[config.mk]
export PLATFORM = sky130hd
export DESIGN_NAME = eip_ctrl
export DESIGN_NICKNAME = d
export VERILOG_FILES = /design/src/design/eip_pkg.sv /design/src/design/eip_arbiter.sv /design/src/design/eip_ctrl.sv /design/src/design/eip_sync.sv
export SDC_FILE = /design/constraint.sdc
export NUM_CORES = 1
export LEC_CHECK = 0
export ABC_AREA = 1
export BUFFER_PORTS_ARGS = -buffer_cell sky130_fd_sc_hd__buf_4
export CORE_ASPECT_RATIO = 0.75
export CORE_UTILIZATION = 55
export DETAILED_ROUTE_END_ITERATION = 12
export PLACE_DENSITY = 0.89
export SKIP_CTS_REPAIR_TIMING = 1
export SLEW_MARGIN = 20
export SYNTH_ARGS = -nofsm -noshare
export SYNTH_HDL_FRONTEND = slang
export SYNTH_SLANG_ARGS = --single-unit
[constraint.sdc]
create_clock -name clk -period 4.95 [get_ports clk]
set_input_delay 0.7425 -clock clk [delete_from_list [all_inputs] [get_ports clk]]
set_output_delay 0.7425 -clock clk [all_outputs]
set_load 0.01 [all_outputs]
[src/design/eip_pkg.sv]
// constants for the external request flags and priority block
package eip_pkg;

  localparam int NUM_EXT = 4;
  localparam int NUM_SRC = 13;
  localparam int NUM_PER = 9;

  // register indices; byte address is four times the index
  localparam logic [7:0] IDX_STATUS  = 8'hf7;
  localparam logic [7:0] IDX_PRIO_A  = 8'hf8;
  localparam logic [7:0] IDX_PRIO_B  = 8'hf9;
  localparam logic [7:0] IDX_EVT     = 8'hfa;
  localparam logic [7:0] IDX_MASK    = 8'hfb;
  localparam logic [7:0] IDX_PENDING = 8'hfc;

  localparam logic [7:0] PRIO_A_RESET = 8'h00;
  localparam logic [7:0] PRIO_B_RESET = 8'h00;
  localparam logic [3:0] FLAG_RESET   = 4'h0;
  localparam logic [3:0] MASK_RESET   = 4'h0;
  localparam logic [3:0] PIN_IDLE     = 4'hf;

  // status bit position of each external flag, packed 8 bits per entry
  localparam logic [31:0] FLAG_POS = {8'h05, 8'h04, 8'h01, 8'h00};

  // source numbers; lower number wins within one level
  localparam logic [3:0] SRC_EXT0 = 4'h0;
  localparam logic [3:0] SRC_EXT1 = 4'h1;
  localparam logic [3:0] SRC_EXT4 = 4'h2;
  localparam logic [3:0] SRC_EXT5 = 4'h3;
  localparam logic [3:0] SRC_WDT  = 4'h4;
  localparam logic [3:0] SRC_TMR0 = 4'h5;
  localparam logic [3:0] SRC_TMR1 = 4'h6;
  localparam logic [3:0] SRC_TMR2 = 4'h7;
  localparam logic [3:0] SRC_TMR3 = 4'h8;
  localparam logic [3:0] SRC_TMR4 = 4'h9;
  localparam logic [3:0] SRC_SCI0 = 4'ha;
  localparam logic [3:0] SRC_SCI1 = 4'hb;
  localparam logic [3:0] SRC_ADC  = 4'hc;

  // priority bit of each source, packed 4 bits per entry: bit 3 picks register b
  localparam logic [51:0] SRC_PRIO_BIT = {
    4'h9, 4'ha, 4'hb, 4'he, 4'hf, 4'h0, 4'h1, 4'h2, 4'h3, 4'h4, 4'h4, 4'h6, 4'h7};

  localparam logic SENSE_LEVEL = 1'b0;
  localparam logic SENSE_EDGE  = 1'b1;

endpackage

[src/design/eip_arbiter.sv]
// fixed-order two-level request arbiter
module eip_arbiter
  import eip_pkg::*;
(
  input  wire logic [NUM_SRC-1:0] req,
  input  wire logic [NUM_SRC-1:0] level,
  output logic                    any,
  output logic      [3:0]         src,
  output logic                    src_level
);

  // scan downward so the lowest numbered source is the last to win
  always_comb begin
    any       = 1'b0;
    src       = 4'h0;
    src_level = 1'b0;
    for (int i = NUM_SRC - 1; i >= 0; i--) begin
      if (req[i] && level[i]) begin
        any       = 1'b1;
        src       = 4'(i);
        src_level = 1'b1;
      end
    end
    if (!src_level) begin
      for (int i = NUM_SRC - 1; i >= 0; i--) begin
        if (req[i]) begin
          any = 1'b1;
          src = 4'(i);
        end
      end
    end
  end

endmodule

[src/design/eip_ctrl.sv]
// external request flags, priority registers and request presentation
//
// Chosen here: the Wishbone register port.
module eip_ctrl
  import eip_pkg::*;
(
  input  wire logic               clk,
  input  wire logic               rst_n,
  input  wire logic               wb_cyc_i,
  input  wire logic               wb_stb_i,
  input  wire logic               wb_we_i,
  input  wire logic [11:0]        wb_adr_i,
  input  wire logic [3:0]         wb_sel_i,
  input  wire logic [31:0]        wb_dat_i,
  output logic      [31:0]        wb_dat_o,
  output logic                    wb_ack_o,
  input  wire logic [NUM_EXT-1:0] external_request_input_n,
  input  wire logic [NUM_EXT-1:0] request_sense_select,
  input  wire logic [NUM_EXT-1:0] request_input_enable,
  input  wire logic [NUM_PER-1:0] periph_req,
  input  wire logic               exc_take,
  input  wire logic [3:0]         exc_src,
  output logic                    cpu_req,
  output logic      [3:0]         cpu_src,
  output logic                    cpu_level,
  output logic                    irq_o
);

  typedef struct packed {
    logic               ack;
    logic [31:0]        rdata;
    logic [7:0]         prio_a;
    logic [7:0]         prio_b;
    logic [NUM_EXT-1:0] flag;
    logic [NUM_EXT-1:0] read_seen;
    logic [NUM_EXT-1:0] pin_prev;
    logic [NUM_EXT-1:0] evt;
    logic [NUM_EXT-1:0] mask;
    logic               req;
    logic [3:0]         src;
    logic               level;
  } eip_ctrl_st_t;

  localparam eip_ctrl_st_t ST_RESET = '{
    ack:       1'b0,
    rdata:     32'h0000_0000,
    prio_a:    PRIO_A_RESET,
    prio_b:    PRIO_B_RESET,
    flag:      FLAG_RESET,
    read_seen: FLAG_RESET,
    pin_prev:  PIN_IDLE,
    evt:       FLAG_RESET,
    mask:      MASK_RESET,
    req:       1'b0,
    src:       4'h0,
    level:     1'b0
  };

  eip_ctrl_st_t st_ff;
  eip_ctrl_st_t nxt_st;

  logic [NUM_EXT-1:0] pin_sync;
  logic [NUM_SRC-1:0] src_req;
  logic [NUM_SRC-1:0] src_lvl;
  logic               arb_any;
  logic [3:0]         arb_src;
  logic               arb_level;

  // word index of a byte address; anything off a word boundary misses every register
  function automatic logic [7:0] reg_index(input logic [11:0] adr);
    reg_index = (adr[1:0] == 2'b00) ? adr[9:2] : 8'h00;
  endfunction

  // spread the compact flag vector onto its status bit positions
  function automatic logic [7:0] spread(input logic [NUM_EXT-1:0] v);
    logic [7:0] r;
    r = 8'h00;
    for (int k = 0; k < NUM_EXT; k++) begin
      r[FLAG_POS[k*8 +: 3]] = v[k];
    end
    spread = r;
  endfunction

  // gather the status bit positions back into the compact flag vector
  function automatic logic [NUM_EXT-1:0] gather(input logic [7:0] d);
    logic [NUM_EXT-1:0] r;
    r = '0;
    for (int k = 0; k < NUM_EXT; k++) begin
      r[k] = d[FLAG_POS[k*8 +: 3]];
    end
    gather = r;
  endfunction

  // priority bit of one source: 0 puts it at the low level, 1 at the high
  function automatic logic prio_of(input logic [7:0] pa, input logic [7:0] pb, input int s);
    logic [3:0] sel;
    sel = SRC_PRIO_BIT[s*4 +: 4];
    prio_of = sel[3] ? pb[sel[2:0]] : pa[sel[2:0]];
  endfunction

  eip_sync u_sync (
    .clk      (clk),
    .rst_n    (rst_n),
    .pin_in   (external_request_input_n),
    .pin_sync (pin_sync)
  );

  // external requests reach the arbiter only while enabled
  assign src_req[NUM_EXT-1:0]       = st_ff.flag & request_input_enable;
  assign src_req[NUM_SRC-1:NUM_EXT] = periph_req;

  genvar g;
  generate
    for (g = 0; g < NUM_SRC; g++) begin : g_lvl
      assign src_lvl[g] = prio_of(st_ff.prio_a, st_ff.prio_b, g);
    end
  endgenerate

  eip_arbiter u_arb (
    .req       (src_req),
    .level     (src_lvl),
    .any       (arb_any),
    .src       (arb_src),
    .src_level (arb_level)
  );

  always_comb begin
    logic                take;
    logic                wr;
    logic                rd;
    logic [7:0]          idx;
    logic [7:0]          wbyte;
    logic [NUM_EXT-1:0]  wflag;
    logic [NUM_EXT-1:0]  set_ev;
    logic [NUM_EXT-1:0]  clr_sw;
    logic [NUM_EXT-1:0]  clr_hw;
    logic [NUM_EXT-1:0]  exc_hit;
    logic [31:0]         rd_word;
    take    = wb_cyc_i && wb_stb_i && !st_ff.ack;
    wr      = take && wb_we_i && wb_sel_i[0];
    rd      = take && !wb_we_i;
    idx     = reg_index(wb_adr_i);
    wbyte   = wb_dat_i[7:0];
    wflag   = gather(wbyte);
    set_ev  = '0;
    clr_sw  = '0;
    clr_hw  = '0;
    exc_hit = '0;
    rd_word = 32'h0000_0000;
    nxt_st  = st_ff;

    nxt_st.ack      = take;
    nxt_st.pin_prev = pin_sync;

    for (int k = 0; k < NUM_EXT; k++) begin
      exc_hit[k] = exc_take && (exc_src == 4'(k));
      if (request_sense_select[k] == SENSE_LEVEL) begin
        set_ev[k] = !pin_sync[k];
        clr_hw[k] = exc_hit[k] && pin_sync[k];
      end else begin
        set_ev[k] = st_ff.pin_prev[k] && !pin_sync[k];
        clr_hw[k] = exc_hit[k];
      end
      // only a zero clears, and only after the flag was seen as one
      clr_sw[k] = wr && (idx == IDX_STATUS) && !wflag[k] && st_ff.read_seen[k];
    end

    // a setting condition in the same cycle as any clear keeps the flag set
    nxt_st.flag = set_ev | (st_ff.flag & ~clr_sw & ~clr_hw);

    // a read that returns one arms the clear; the next status write disarms it
    if (rd && idx == IDX_STATUS) begin
      nxt_st.read_seen = st_ff.read_seen | st_ff.flag;
    end else if (wr && idx == IDX_STATUS) begin
      nxt_st.read_seen = '0;
    end
    nxt_st.read_seen = nxt_st.read_seen & nxt_st.flag;

    // event bits catch each new rising of a flag; write one to clear
    if (wr && idx == IDX_EVT) begin
      nxt_st.evt = st_ff.evt & ~wflag;
    end
    nxt_st.evt = nxt_st.evt | (set_ev & ~st_ff.flag);

    if (wr) begin
      if (idx == IDX_PRIO_A) begin
        nxt_st.prio_a = wbyte;
      end else if (idx == IDX_PRIO_B) begin
        nxt_st.prio_b = wbyte;
      end else if (idx == IDX_MASK) begin
        nxt_st.mask = wflag;
      end
    end

    // unmapped words read as zero and ignore writes
    if (idx == IDX_STATUS) begin
      rd_word[7:0] = spread(st_ff.flag);
    end else if (idx == IDX_PRIO_A) begin
      rd_word[7:0] = st_ff.prio_a;
    end else if (idx == IDX_PRIO_B) begin
      rd_word[7:0] = st_ff.prio_b;
    end else if (idx == IDX_EVT) begin
      rd_word[7:0] = spread(st_ff.evt);
    end else if (idx == IDX_MASK) begin
      rd_word[7:0] = spread(st_ff.mask);
    end else if (idx == IDX_PENDING) begin
      rd_word = {st_ff.req, st_ff.level, 1'b0, st_ff.src, 12'h000, src_req};
    end
    if (rd) begin
      nxt_st.rdata = rd_word;
    end

    // presented request is a cycle behind the flags; a taken source drops out first
    nxt_st.req   = arb_any && !(exc_take && exc_src == arb_src);
    nxt_st.src   = arb_src;
    nxt_st.level = arb_level;
  end

  always_ff @(posedge clk) begin
    if (!rst_n) begin
      st_ff <= ST_RESET;
    end else begin
      st_ff <= nxt_st;
    end
  end

  assign wb_ack_o  = st_ff.ack;
  assign wb_dat_o  = st_ff.rdata;
  assign cpu_req   = st_ff.req;
  assign cpu_src   = st_ff.src;
  assign cpu_level = st_ff.level;
  assign irq_o     = |(st_ff.evt & st_ff.mask);

endmodule

[src/design/eip_sync.sv]
// two-flop synchroniser for the external request pins
module eip_sync
  import eip_pkg::*;
(
  input  wire logic               clk,
  input  wire logic               rst_n,
  input  wire logic [NUM_EXT-1:0] pin_in,
  output logic      [NUM_EXT-1:0] pin_sync
);

  typedef struct packed {
    logic [NUM_EXT-1:0] s1;
    logic [NUM_EXT-1:0] s2;
  } eip_sync_st_t;

  eip_sync_st_t st_ff;
  eip_sync_st_t nxt_st;

  always_comb begin
    nxt_st    = st_ff;
    nxt_st.s1 = pin_in;
    nxt_st.s2 = st_ff.s1;
  end

  // pins idle high, so reset to that to avoid a false falling edge
  always_ff @(posedge clk) begin
    if (!rst_n) begin
      st_ff <= '{s1: PIN_IDLE, s2: PIN_IDLE};
    end else begin
      st_ff <= nxt_st;
    end
  end

  assign pin_sync = st_ff.s2;

endmodule

==> impl_metrics.json, run 1 <==
{
  "status": "completed",
  "finalCriticalPeriod_ns": 3.145,
  "grt_pass1_vias": 3168,
  "gr-total-overflow": 0,
  "hp-class": "reg -> reg",
  "power.density_nw_per_um2": 299.6,
  "yosys_register_bits": 70,
  "min_to": "u_sync.pin_sync[1]",
  "intPower_uw": 961.4,
  "drtPass1Iterations": 5,
  "cts_root_buffer": "clkbuf_8",
  "nets": 632,
  "cts.htree.levels": 3,
  "crit_path_start": "wb_adr_i[1]",
  "track_usage_pct": 28.09,
  "vdd_drop_max_uv": 175.0,
  "fp.dieH_um": 71.75,
  "fmax_mhz": 318.0,
  "cap_violations": 0,
  "die-area_um2": 6815,
  "crit_buf_inv": 2,
  "antenna_cells": 0,
  "seq_area_um2": 1401,
  "clk_pin_slew_ns": 0.08,
  "crit_path_end_kind": "register",
  "grt_pass1_wl_mm": 14.52,
  "start_util_pct": 56.74,
  "crit_path_top_delay_cell": "nor2_1",
  "worst_r2r_endpoint": "cpu_req",
  "whs_path_depth": 1,
  "worst_slack_ns": 1.805,
  "crit_path_frequent_cell": "nor2_1",
  "drt_drc_violations_left": 0,
  "grt_max_degree": 41,
  "power.switching_uw": 300.1,
  "netSwitchingFraction_pct": 23.79,
  "cp.arrival_ns": 3.43,
  "drt-vias-per-instance": 5.366,
  "critPathTopFamily": "simple AND/OR/NAND/NOR gates",
  "io_pins": 119,
  "portBuffers": 76,
  "drive_gt1_share_pct": 21.68,
  "dpl.hpwl_mm": 6.649,
  "leakagePower_nw": 1.940,
  "setup_viol": 0,
  "crit_chain": "buf_4, nor2_1, nand3_1, nor2_1, inv_1, nor2_2, nand4_1, nor2_1, nand2_1, a21oi_1",
  "r2r_slack_ns": 2.66,
  "drt_iter0_drc": 297,
  "start_kind": "primary input",
  "relSlewSlack_pct": 46.63,
  "wire_per_inst_um": 13.97,
  "tightest_slew_ns": 0.7976,
  "syn_inst": 502,
  "clk_path_buf_depth": 2,
  "crit_type": "in -> reg",
  "p_total_mw": 1.262,
  "r2r_start": "src_lvl[11]",
  "crit_fanout": 15,
  "p_seq_share_pct": 46.2,
  "drt_wl_total_mm": 8.928,
  "required_ns": 5.24,
  "yosys_warnings": 0,
  "rows": 25,
  "route.vias.total": 3429,
  "synth_cell_types": 33,
  "area_growth_pct": 18.03,
  "syn_avg_cell_area_um2": 7.106,
  "cpPeakStageDelay_ns": 0.76,
  "final.setup.tns_ns": 0,
  "clk_latency_ns": 0.36,
  "finClkSkew_ns": 0.008280,
  "final_common_cell": "nand2_1",
  "hold_viol": 0,
  "power.share.combinational_pct": 9.1,
  "rsz0062_at_grt": "false",
  "drtAntennaViolNets": 0,
  "synth_area_um2": 3567,
  "drv_slew": 0,
  "core_um2": 6287,
  "pre_cts_ws_ns": 1.519,
  "layout_common_cells": "nand2_1 (112), buf_4 (77), dfxtp_1 (70)",
  "multiInputGateArea_um2": 1628,
  "nFillCells": 540,
  "cts_buffers": 9,
  "routabilityCongestion": 0.8956,
  "cts_tree": "yes",
  "reg2reg_depth": 29,
  "die_w_um": 94.99,
  "finalCritPeriodShare_pct": 63.53,
  "clkPwrFrac_pct": 44.6,
  "clock_sinks": 70,
  "ys_seq_area_share_pct": 39.28,
  "antenna_found_initial": 0,
  "hold_path_startpoint": "u_sync.nxt_st[1]"
}
==> final cells by class <==
type | count | area share [%]
inverter | 70 | 6.241
tap | 81 | 2.407
clock inverter | 5 | 2.556
multi-input combinational | 325 | 38.66
timing repair buffer | 77 | 13.73
sequential | 70 | 33.28
clock buffer | 11 | 3.120
==> synthesized netlist by cell type (all sizes together) <==
cell | count | share of area (%)
a21oi | 31 | 4.5
clkinv | 1 | 0.11
clkbuf | 9 | 0.95
nand3b | 1 | 0.21
a31oi | 2 | 0.35
a211oi | 10 | 2.1
nand3 | 23 | 3.2
dfxtp | 70 | 39
nand4 | 8 | 1.4
o211ai | 16 | 3.4
buf | 40 | 8.1
nor2 | 35 | 4.5
o31ai | 1 | 0.21
nor4 | 5 | 0.88
nor3 | 4 | 0.70
or2 | 9 | 1.6
a32o | 1 | 0.28
inv | 69 | 7.3
o21ai | 35 | 4.9
nand2 | 118 | 13
a41oi | 4 | 0.98
conb | 1 | 0.11
o311ai | 1 | 0.25
o221ai | 8 | 2.0
==> cell families after synthesis <==
| group | after synthesis | share of synthesized area (%) |
|---|---|---|
| other cells | 1 | 0.1051 |
| simple gates | 203 | 25.32 |
| buf+inv | 119 | 16.41 |
| flops | 70 | 39.28 |
| compound gates | 109 | 18.87 |
==> worst max path at each step <==
stage | to | slack (ns) | cells past startpoint
finish | wb_dat_o[30] | 1.81 | 10
detailed placement | wb_dat_o[8] | 1.52 | 10
CTS | src_lvl[2] | 1.85 | 12
global placement | wb_dat_o[9] | 1.64 | 10
global route | wb_dat_o[31] | 1.46 | 10
floorplan | cpu_req | 2.66 | 21
==> registers in the layout, summed over array words and instances (netlist names) <==
signal and cells:
st_ff 24, wb_dat_o 19, src_lvl 12, cpu_src 4, u_sync.nxt_st 4, u_sync.pin_sync 4, cpu_level 1, cpu_req 1
wb_ack_o 1
==> per-layer routing <==
metal	vias to the layer above	global-route usage, %	part of all wire [%]
li1	1718	-	-
met1	1532	36.88	46
met2	157	42.93	44
met3	22	9.236	8.4
met4	0	10.44	2.2
met5	-	0	0
==> power groups by stage <==
stage	clock, mW	sequential [mW]	combinational [mW]
6_report	0.563	0.583	0.115
5_1_grt	0.593	0.585	0.128
4_1_cts	0.563	0.583	0.115
3_5_place_dp	0	0.596	0.114
3_3_place_gp	0	0.596	0.112
2_1_floorplan	0	0.594	0.0697
==> per-stage QoR <==
stage                     area (µm²)  std cells  hold WS, ns  util [%]
after floorplan                 3612        514       0.3925         -
after global placement          3969        623       0.3955     63.12
after detailed placement        3969        623       0.4082     63.12
after CTS                       4208        639       0.4288     66.93
after global routing            4210        639       0.4310     66.97
final                           4210        639       0.4220     66.97
No activity file was read; power rests on OpenSTA's default activity.
==> run 2: changes to the inputs <==
ABC_AREA = 0   (was 1)
CORE_UTILIZATION = 51   (was 55)
PLACE_DENSITY = 0.84   (was 0.89)
clock period = 3 ns   (was 4.95 ns; I/O delays follow)
==> impl_metrics.json, run 2 <==
{
  "yosys.area.top_type": "dfxtp_1",
  "cap_violations": 0,
  "top_register": "st_ff",
  "fin_util_pct": 63.69,
  "grt_pass1_vias": 2922,
  "synth-edff-count": 0,
  "drt-vias-per-instance": 5.861,
  "ys_top_cells_by_area": "dfxtp_1 (40%), buf_4 (7.6%), nor2_1 (5.9%), mux2i_1 (4.5%), a22oi_1 (4.4%)",
  "core_um2": 6506,
  "crit_path_end_kind": "register",
  "synth_area_um2": 3545,
  "synthFlopType": "dfxtp_1",
  "crit_fanout": 9,
  "finClkSkew_ns": 0.01037,
  "drv_slew": 0,
  "cpPeakStageDelay_ns": 0.42,
  "leakagePower_nw": 1.663,
  "nets": 555,
  "antenna_found_initial": 0,
  "drt_drc_violations_left": 0,
  "drt_iter0_drc": 271,
  "relSlewSlack_pct": 51.82,
  "crit_chain": "a22oi_4, o211ai_1, nor3_1, a21boi_0, a32oi_1, xor2_1, a41oi_1",
  "yosys_warnings": 0,
  "drtAntennaViolNets": 0,
  "cp.arrival_ns": 2.37,
  "dpl.hpwl_mm": 7.123,
  "status": "completed",
  "die_w_um": 98.27,
  "crit_buf_inv": 0,
  "grt_max_degree": 26,
  "layout_common_cells": "buf_4 (79), dfxtp_1 (70), nor2_1 (56)",
  "crit_type": "reg -> reg",
  "gr-total-overflow": 0,
  "antenna_cells": 0,
  "nFillCells": 577,
  "area_growth_pct": 16.91,
  "synth_top_cell_area_share_pct": 39.53,
  "grt_pass1_wl_mm": 14.72,
  "hold_ws_ns": 0.2747,
  "hp-class": "in -> reg",
  "rows": 25,
  "vdd_drop_max_uv": 359.0,
  "wire_per_inst_um": 16.89,
  "p_total_mw": 1.967,
  "finalCriticalPeriod_ns": 2.093,
  "start_util_pct": 54.48,
  "ys_seq_area_share_pct": 39.53,
  "syn_avg_cell_area_um2": 8.301,
  "setup_viol": 0,
  "worst_slack_ns": 0.9075,
  "synth_most_common_cell": "dfxtp_1",
  "required_ns": 3.27,
  "track_usage_pct": 26.38,
  "rsz0062_at_grt": "false",
  "drive_gt1_share_pct": 21.41,
  "async_flop_share_pct": 0,
  "cts.htree.levels": 3,
  "synth_cell_types": 53,
  "start_kind": "register",
  "drtPass1Iterations": 9,
  "crit_path_top_delay_cell": "dfxtp_1",
  "route.vias.total": 3294,
  "routabilityCongestion": 0.9512,
  "clk_pin_slew_ns": 0.08,
  "synth_commonest_cells": "dfxtp_1 (70), nor2_1 (56), nand2_1 (42)",
  "finalCritPeriodShare_pct": 69.75,
  "cts_root_buffer": "clkbuf_8",
  "critPathTopFamily": "compound AO/OA/AOI/OAI gates",
  "syn_inst": 427,
  "final.setup.tns_ns": 0,
  "yosys_register_bits": 70,
  "clk_latency_ns": 0.35,
  "die-area_um2": 7291,
  "cts_tree": "yes",
  "power.density_nw_per_um2": 474.6,
  "clk_path_buf_depth": 2,
  "final_common_cell": "buf_4",
  "fmax_mhz": 477.9,
  "tightest_slew_ns": 0.7161,
  "cts_buffers": 9,
  "fp.dieH_um": 74.20,
  "hold_viol": 0,
  "io_pins": 119,
  "drt_wl_total_mm": 9.490,
  "portBuffers": 76,
  "pre_cts_ws_ns": 0.6570,
  "clock_sinks": 70,
  "largest_reg_flops": 24
}
[run 2: cell types whose count changed in the layout (fill, tap and decap cells not counted), sizes merged, moves of 10 or more]
| cell | change |
|---|---|
| o211ai | -11 |
| nand2 | -75 |
| mux2i | +16 |
| a21oi | -10 |
| o21ai | -26 |
| a22oi | +22 |
| nor2 | +22 |
| inv | -55 |
| nand2b | +15 |
[run 2: area by class of cell]
| type | instances | area (µm²) | share of cell area (%) |
|---|---|---|---|
| Clock inverter | 6 | 68.82 | 1.661 |
| Multi-Input combinational cell | 303 | 1793 | 43.27 |
| Tap cell | 81 | 101.3 | 2.446 |
| Timing Repair Buffer | 79 | 593.1 | 14.31 |
| Clock buffer | 10 | 137.6 | 3.321 |
| Sequential cell | 70 | 1401 | 33.82 |
| Inverter | 13 | 48.80 | 1.178 |
[run 2: cells by family (layout without fill, tap and decap cells)]
kind of cell    after synthesis  in the layout  synth area share [%]
mux                          16             16                 4.518
flops                        70             70                 39.53
buf+inv                      66            108                 11.15
compound gates              102            102                 20.51
other cells                   1             13                0.1058
simple gates                168            168                 23.19
xor+xnor                      4              4                0.9885
[run 2: path summary, 6_finish.rpt]
path	slack, ns	depth (start not counted)	endpoint	from
max	0.91	7	cpu_req	st_ff[25]
min	0.27	2	u_sync.nxt_st[1]	external_request_input_n[1]
max reg2reg	0.91	7	cpu_req	st_ff[25]
min reg2reg	0.41	1	u_sync.pin_sync[1]	u_sync.nxt_st[1]
[run 2: metal layers]
metal | global-route usage (%) | vias up | wire length (µm)
met5 | 0 | - | 0
met4 | 8.955 | 0 | 96
met3 | 8.271 | 13 | 807
met2 | 39.67 | 146 | 4096
met1 | 36.19 | 1567 | 4490
li1 | - | 1568 | -
[run 2: worst reg2reg max path, delay by kind of cell, from the launching register on]
kind / cells / cell delay (ns)
compound gates: 5 / 1.03
flops: 1 / 0.42
simple gates: 1 / 0.39
xor+xnor: 1 / 0.18
[run 2: report_power, final]
group	internal (mW)	switching (mW)	total (mW)
sequential	0.948	0.0180	0.966
combinational	0.0906	0.111	0.202
clock	0.412	0.386	0.799
[run 2: metrics by stage]
| stage | area (µm²) | cells |
|---|---|---|
| 5_1_grt | 4144 | 562 |
| 3_3_place_gp | 3938 | 546 |
| 6_report | 4144 | 562 |
| 4_1_cts | 4144 | 562 |
| 3_5_place_dp | 3938 | 546 |
| 2_1_floorplan | 3590 | 439 |
==> run 3: changes to the inputs <==
ABC_AREA = 1   (was 0)
CORE_UTILIZATION = 46   (was 51)
PLACE_DENSITY = 0.8   (was 0.84)
clock period = 1.9 ns   (was 3 ns; I/O delays follow)
==> impl_metrics.json, run 3 (synthesis results as in run 1) <==
{
  "gr-total-overflow": 0,
  "hold_viol": 0,
  "start_util_pct": 48.00,
  "cts.htree.levels": 3,
  "whs_path_depth": 2,
  "grt_pass1_wl_mm": 16.17,
  "drive_gt1_share_pct": 35.86,
  "worst_slack_ns": -0.2691,
  "top_register": "st_ff",
  "die_w_um": 103.7,
  "worst_r2r_endpoint": "cpu_req",
  "route.vias.total": 3881,
  "cp.arrival_ns": 2.43,
  "final.setup.tns_ns": -0.5256,
  "drv_slew": 0,
  "relSlewSlack_pct": 66.20,
  "status": "finished, violations left",
  "clk_path_buf_depth": 2,
  "failed_checks": "setup timing",
  "cts_tree": "yes",
  "clk_pin_slew_ns": 0.08,
  "p_total_mw": 3.088,
  "r2r_start": "src_lvl[4]",
  "grt-busiest-layer": "met2",
  "grt_max_degree": 33,
  "vdd_drop_max_uv": 427.7,
  "area_growth_pct": 36.62,
  "nFillCells": 648,
  "tightest_slew_ns": 0.5024,
  "hp-class": "in -> reg",
  "largest_reg_flops": 24,
  "drt_iter0_drc": 290,
  "antenna_found_initial": 0,
  "clk_latency_ns": 0.36,
  "cap_violations": 0,
  "multiInputGateArea_um2": 1714,
  "met3_usage_pct": 6.146,
  "portBuffers": 76,
  "start_kind": "register",
  "io_pins": 119,
  "leakagePower_nw": 2.318,
  "crit_path_end_kind": "register",
  "nets": 708,
  "rows": 27,
  "hold_path_startpoint": "external_request_input_n[1]",
  "use_met1_pct": 34.65,
  "fp.dieH_um": 78.26,
  "power.density_nw_per_um2": 633.6,
  "cts_buffers": 9,
  "drtAntennaViolNets": 0,
  "track_usage_pct": 25.65,
  "hold_ws_ns": 0.1114,
  "layout_common_cells": "buf_4 (151), nand2_1 (98), dfxtp_1 (66)",
  "finalCriticalPeriod_ns": 2.169,
  "drt-vias-per-instance": 5.287,
  "crit_fanout": 3,
  "cts_root_buffer": "clkbuf_8",
  "routabilityCongestion": 1.018,
  "final_common_cell": "buf_4",
  "r2r_slack_ns": -0.27,
  "rsz0062_at_grt": "true",
  "setup_viol": 3,
  "wire_per_inst_um": 14.52,
  "antenna_cells": 0,
  "required_ns": 2.16,
  "clock_sinks": 70,
  "seq_area_um2": 1409,
  "drt_wl_total_mm": 10.66,
  "die-area_um2": 8114,
  "met2_usage_pct": 39.60,
  "reg2reg_depth": 17,
  "drtPass1Iterations": 6,
  "finClkSkew_ns": 0.009069,
  "fmax_mhz": 461.0,
  "drt_drc_violations_left": 0,
  "core_um2": 7432,
  "dpl.hpwl_mm": 7.813,
  "crit_type": "reg -> reg",
  "min_to": "u_sync.nxt_st[1]",
  "grt_pass1_vias": 3371,
  "finalCritPeriodShare_pct": 114.2,
  "fin_util_pct": 65.57
}
[run 3: worst max-delay path by stage]
stage | startpoint | to | slack (ns) | cells past startpoint
global route | st_ff[22] | cpu_req | -0.46 | 21
detailed placement | wb_adr_i[1] | st_ff[20] | -0.38 | 13
global placement | wb_adr_i[1] | st_ff[20] | -0.31 | 13
finish | src_lvl[4] | cpu_req | -0.27 | 17
CTS | src_lvl[11] | cpu_req | -0.23 | 18
floorplan | st_ff[23] | cpu_req | 0.003 | 21
[run 3: stage by stage]
step | area [µm²] | setup WS [ns] | cells
2_1_floorplan | 3612 | 0.002821 | 514
3_3_place_gp | 4544 | -0.3104 | 713
3_5_place_dp | 4544 | -0.3812 | 713
4_1_cts | 4732 | -0.2315 | 728
5_1_grt | 4873 | -0.4599 | 734
6_report | 4873 | -0.2691 | 734
[run 3: layout make-up]
class,instances,share of cell area [%]
Clock buffer,9,2.542
Clock inverter,6,1.309
Inverter,70,5.392
Multi-Input combinational cell,325,35.17
Sequential cell,70,28.91
Tap cell,101,2.593
Timing Repair Buffer,153,24.08
[run 3: routing by layer]
layer | routed length (µm) | vias to the layer above
li1 | - | 1868
met1 | 4631 | 1756
met2 | 4642 | 226
met3 | 1075 | 31
met4 | 311 | 0
met5 | 0 | -
[run 3: report_power, final]
part | internal [mW] | total, mW | switching, mW
combinational | 0.180 | 0.383 | 0.203
sequential | 1.50 | 1.52 | 0.0191
clock | 0.596 | 1.19 | 0.593
[run 3: worst max-delay path, cell delays in order, from the launching register on]
cell	delay [ns]
dfxtp_1	0.33
nand2_1	0.12
nand2_1	0.18
nor2_8	0.14
nand2_2	0.08
nor2_4	0.11
inv_2	0.06
nor3_4	0.20
a32o_2	0.21
inv_2	0.04
nand2_1	0.04
o21ai_1	0.05
nor2_1	0.10
o211ai_1	0.11
a21oi_2	0.14
nand3_2	0.07
nand2_1	0.06
inv_1	0.03
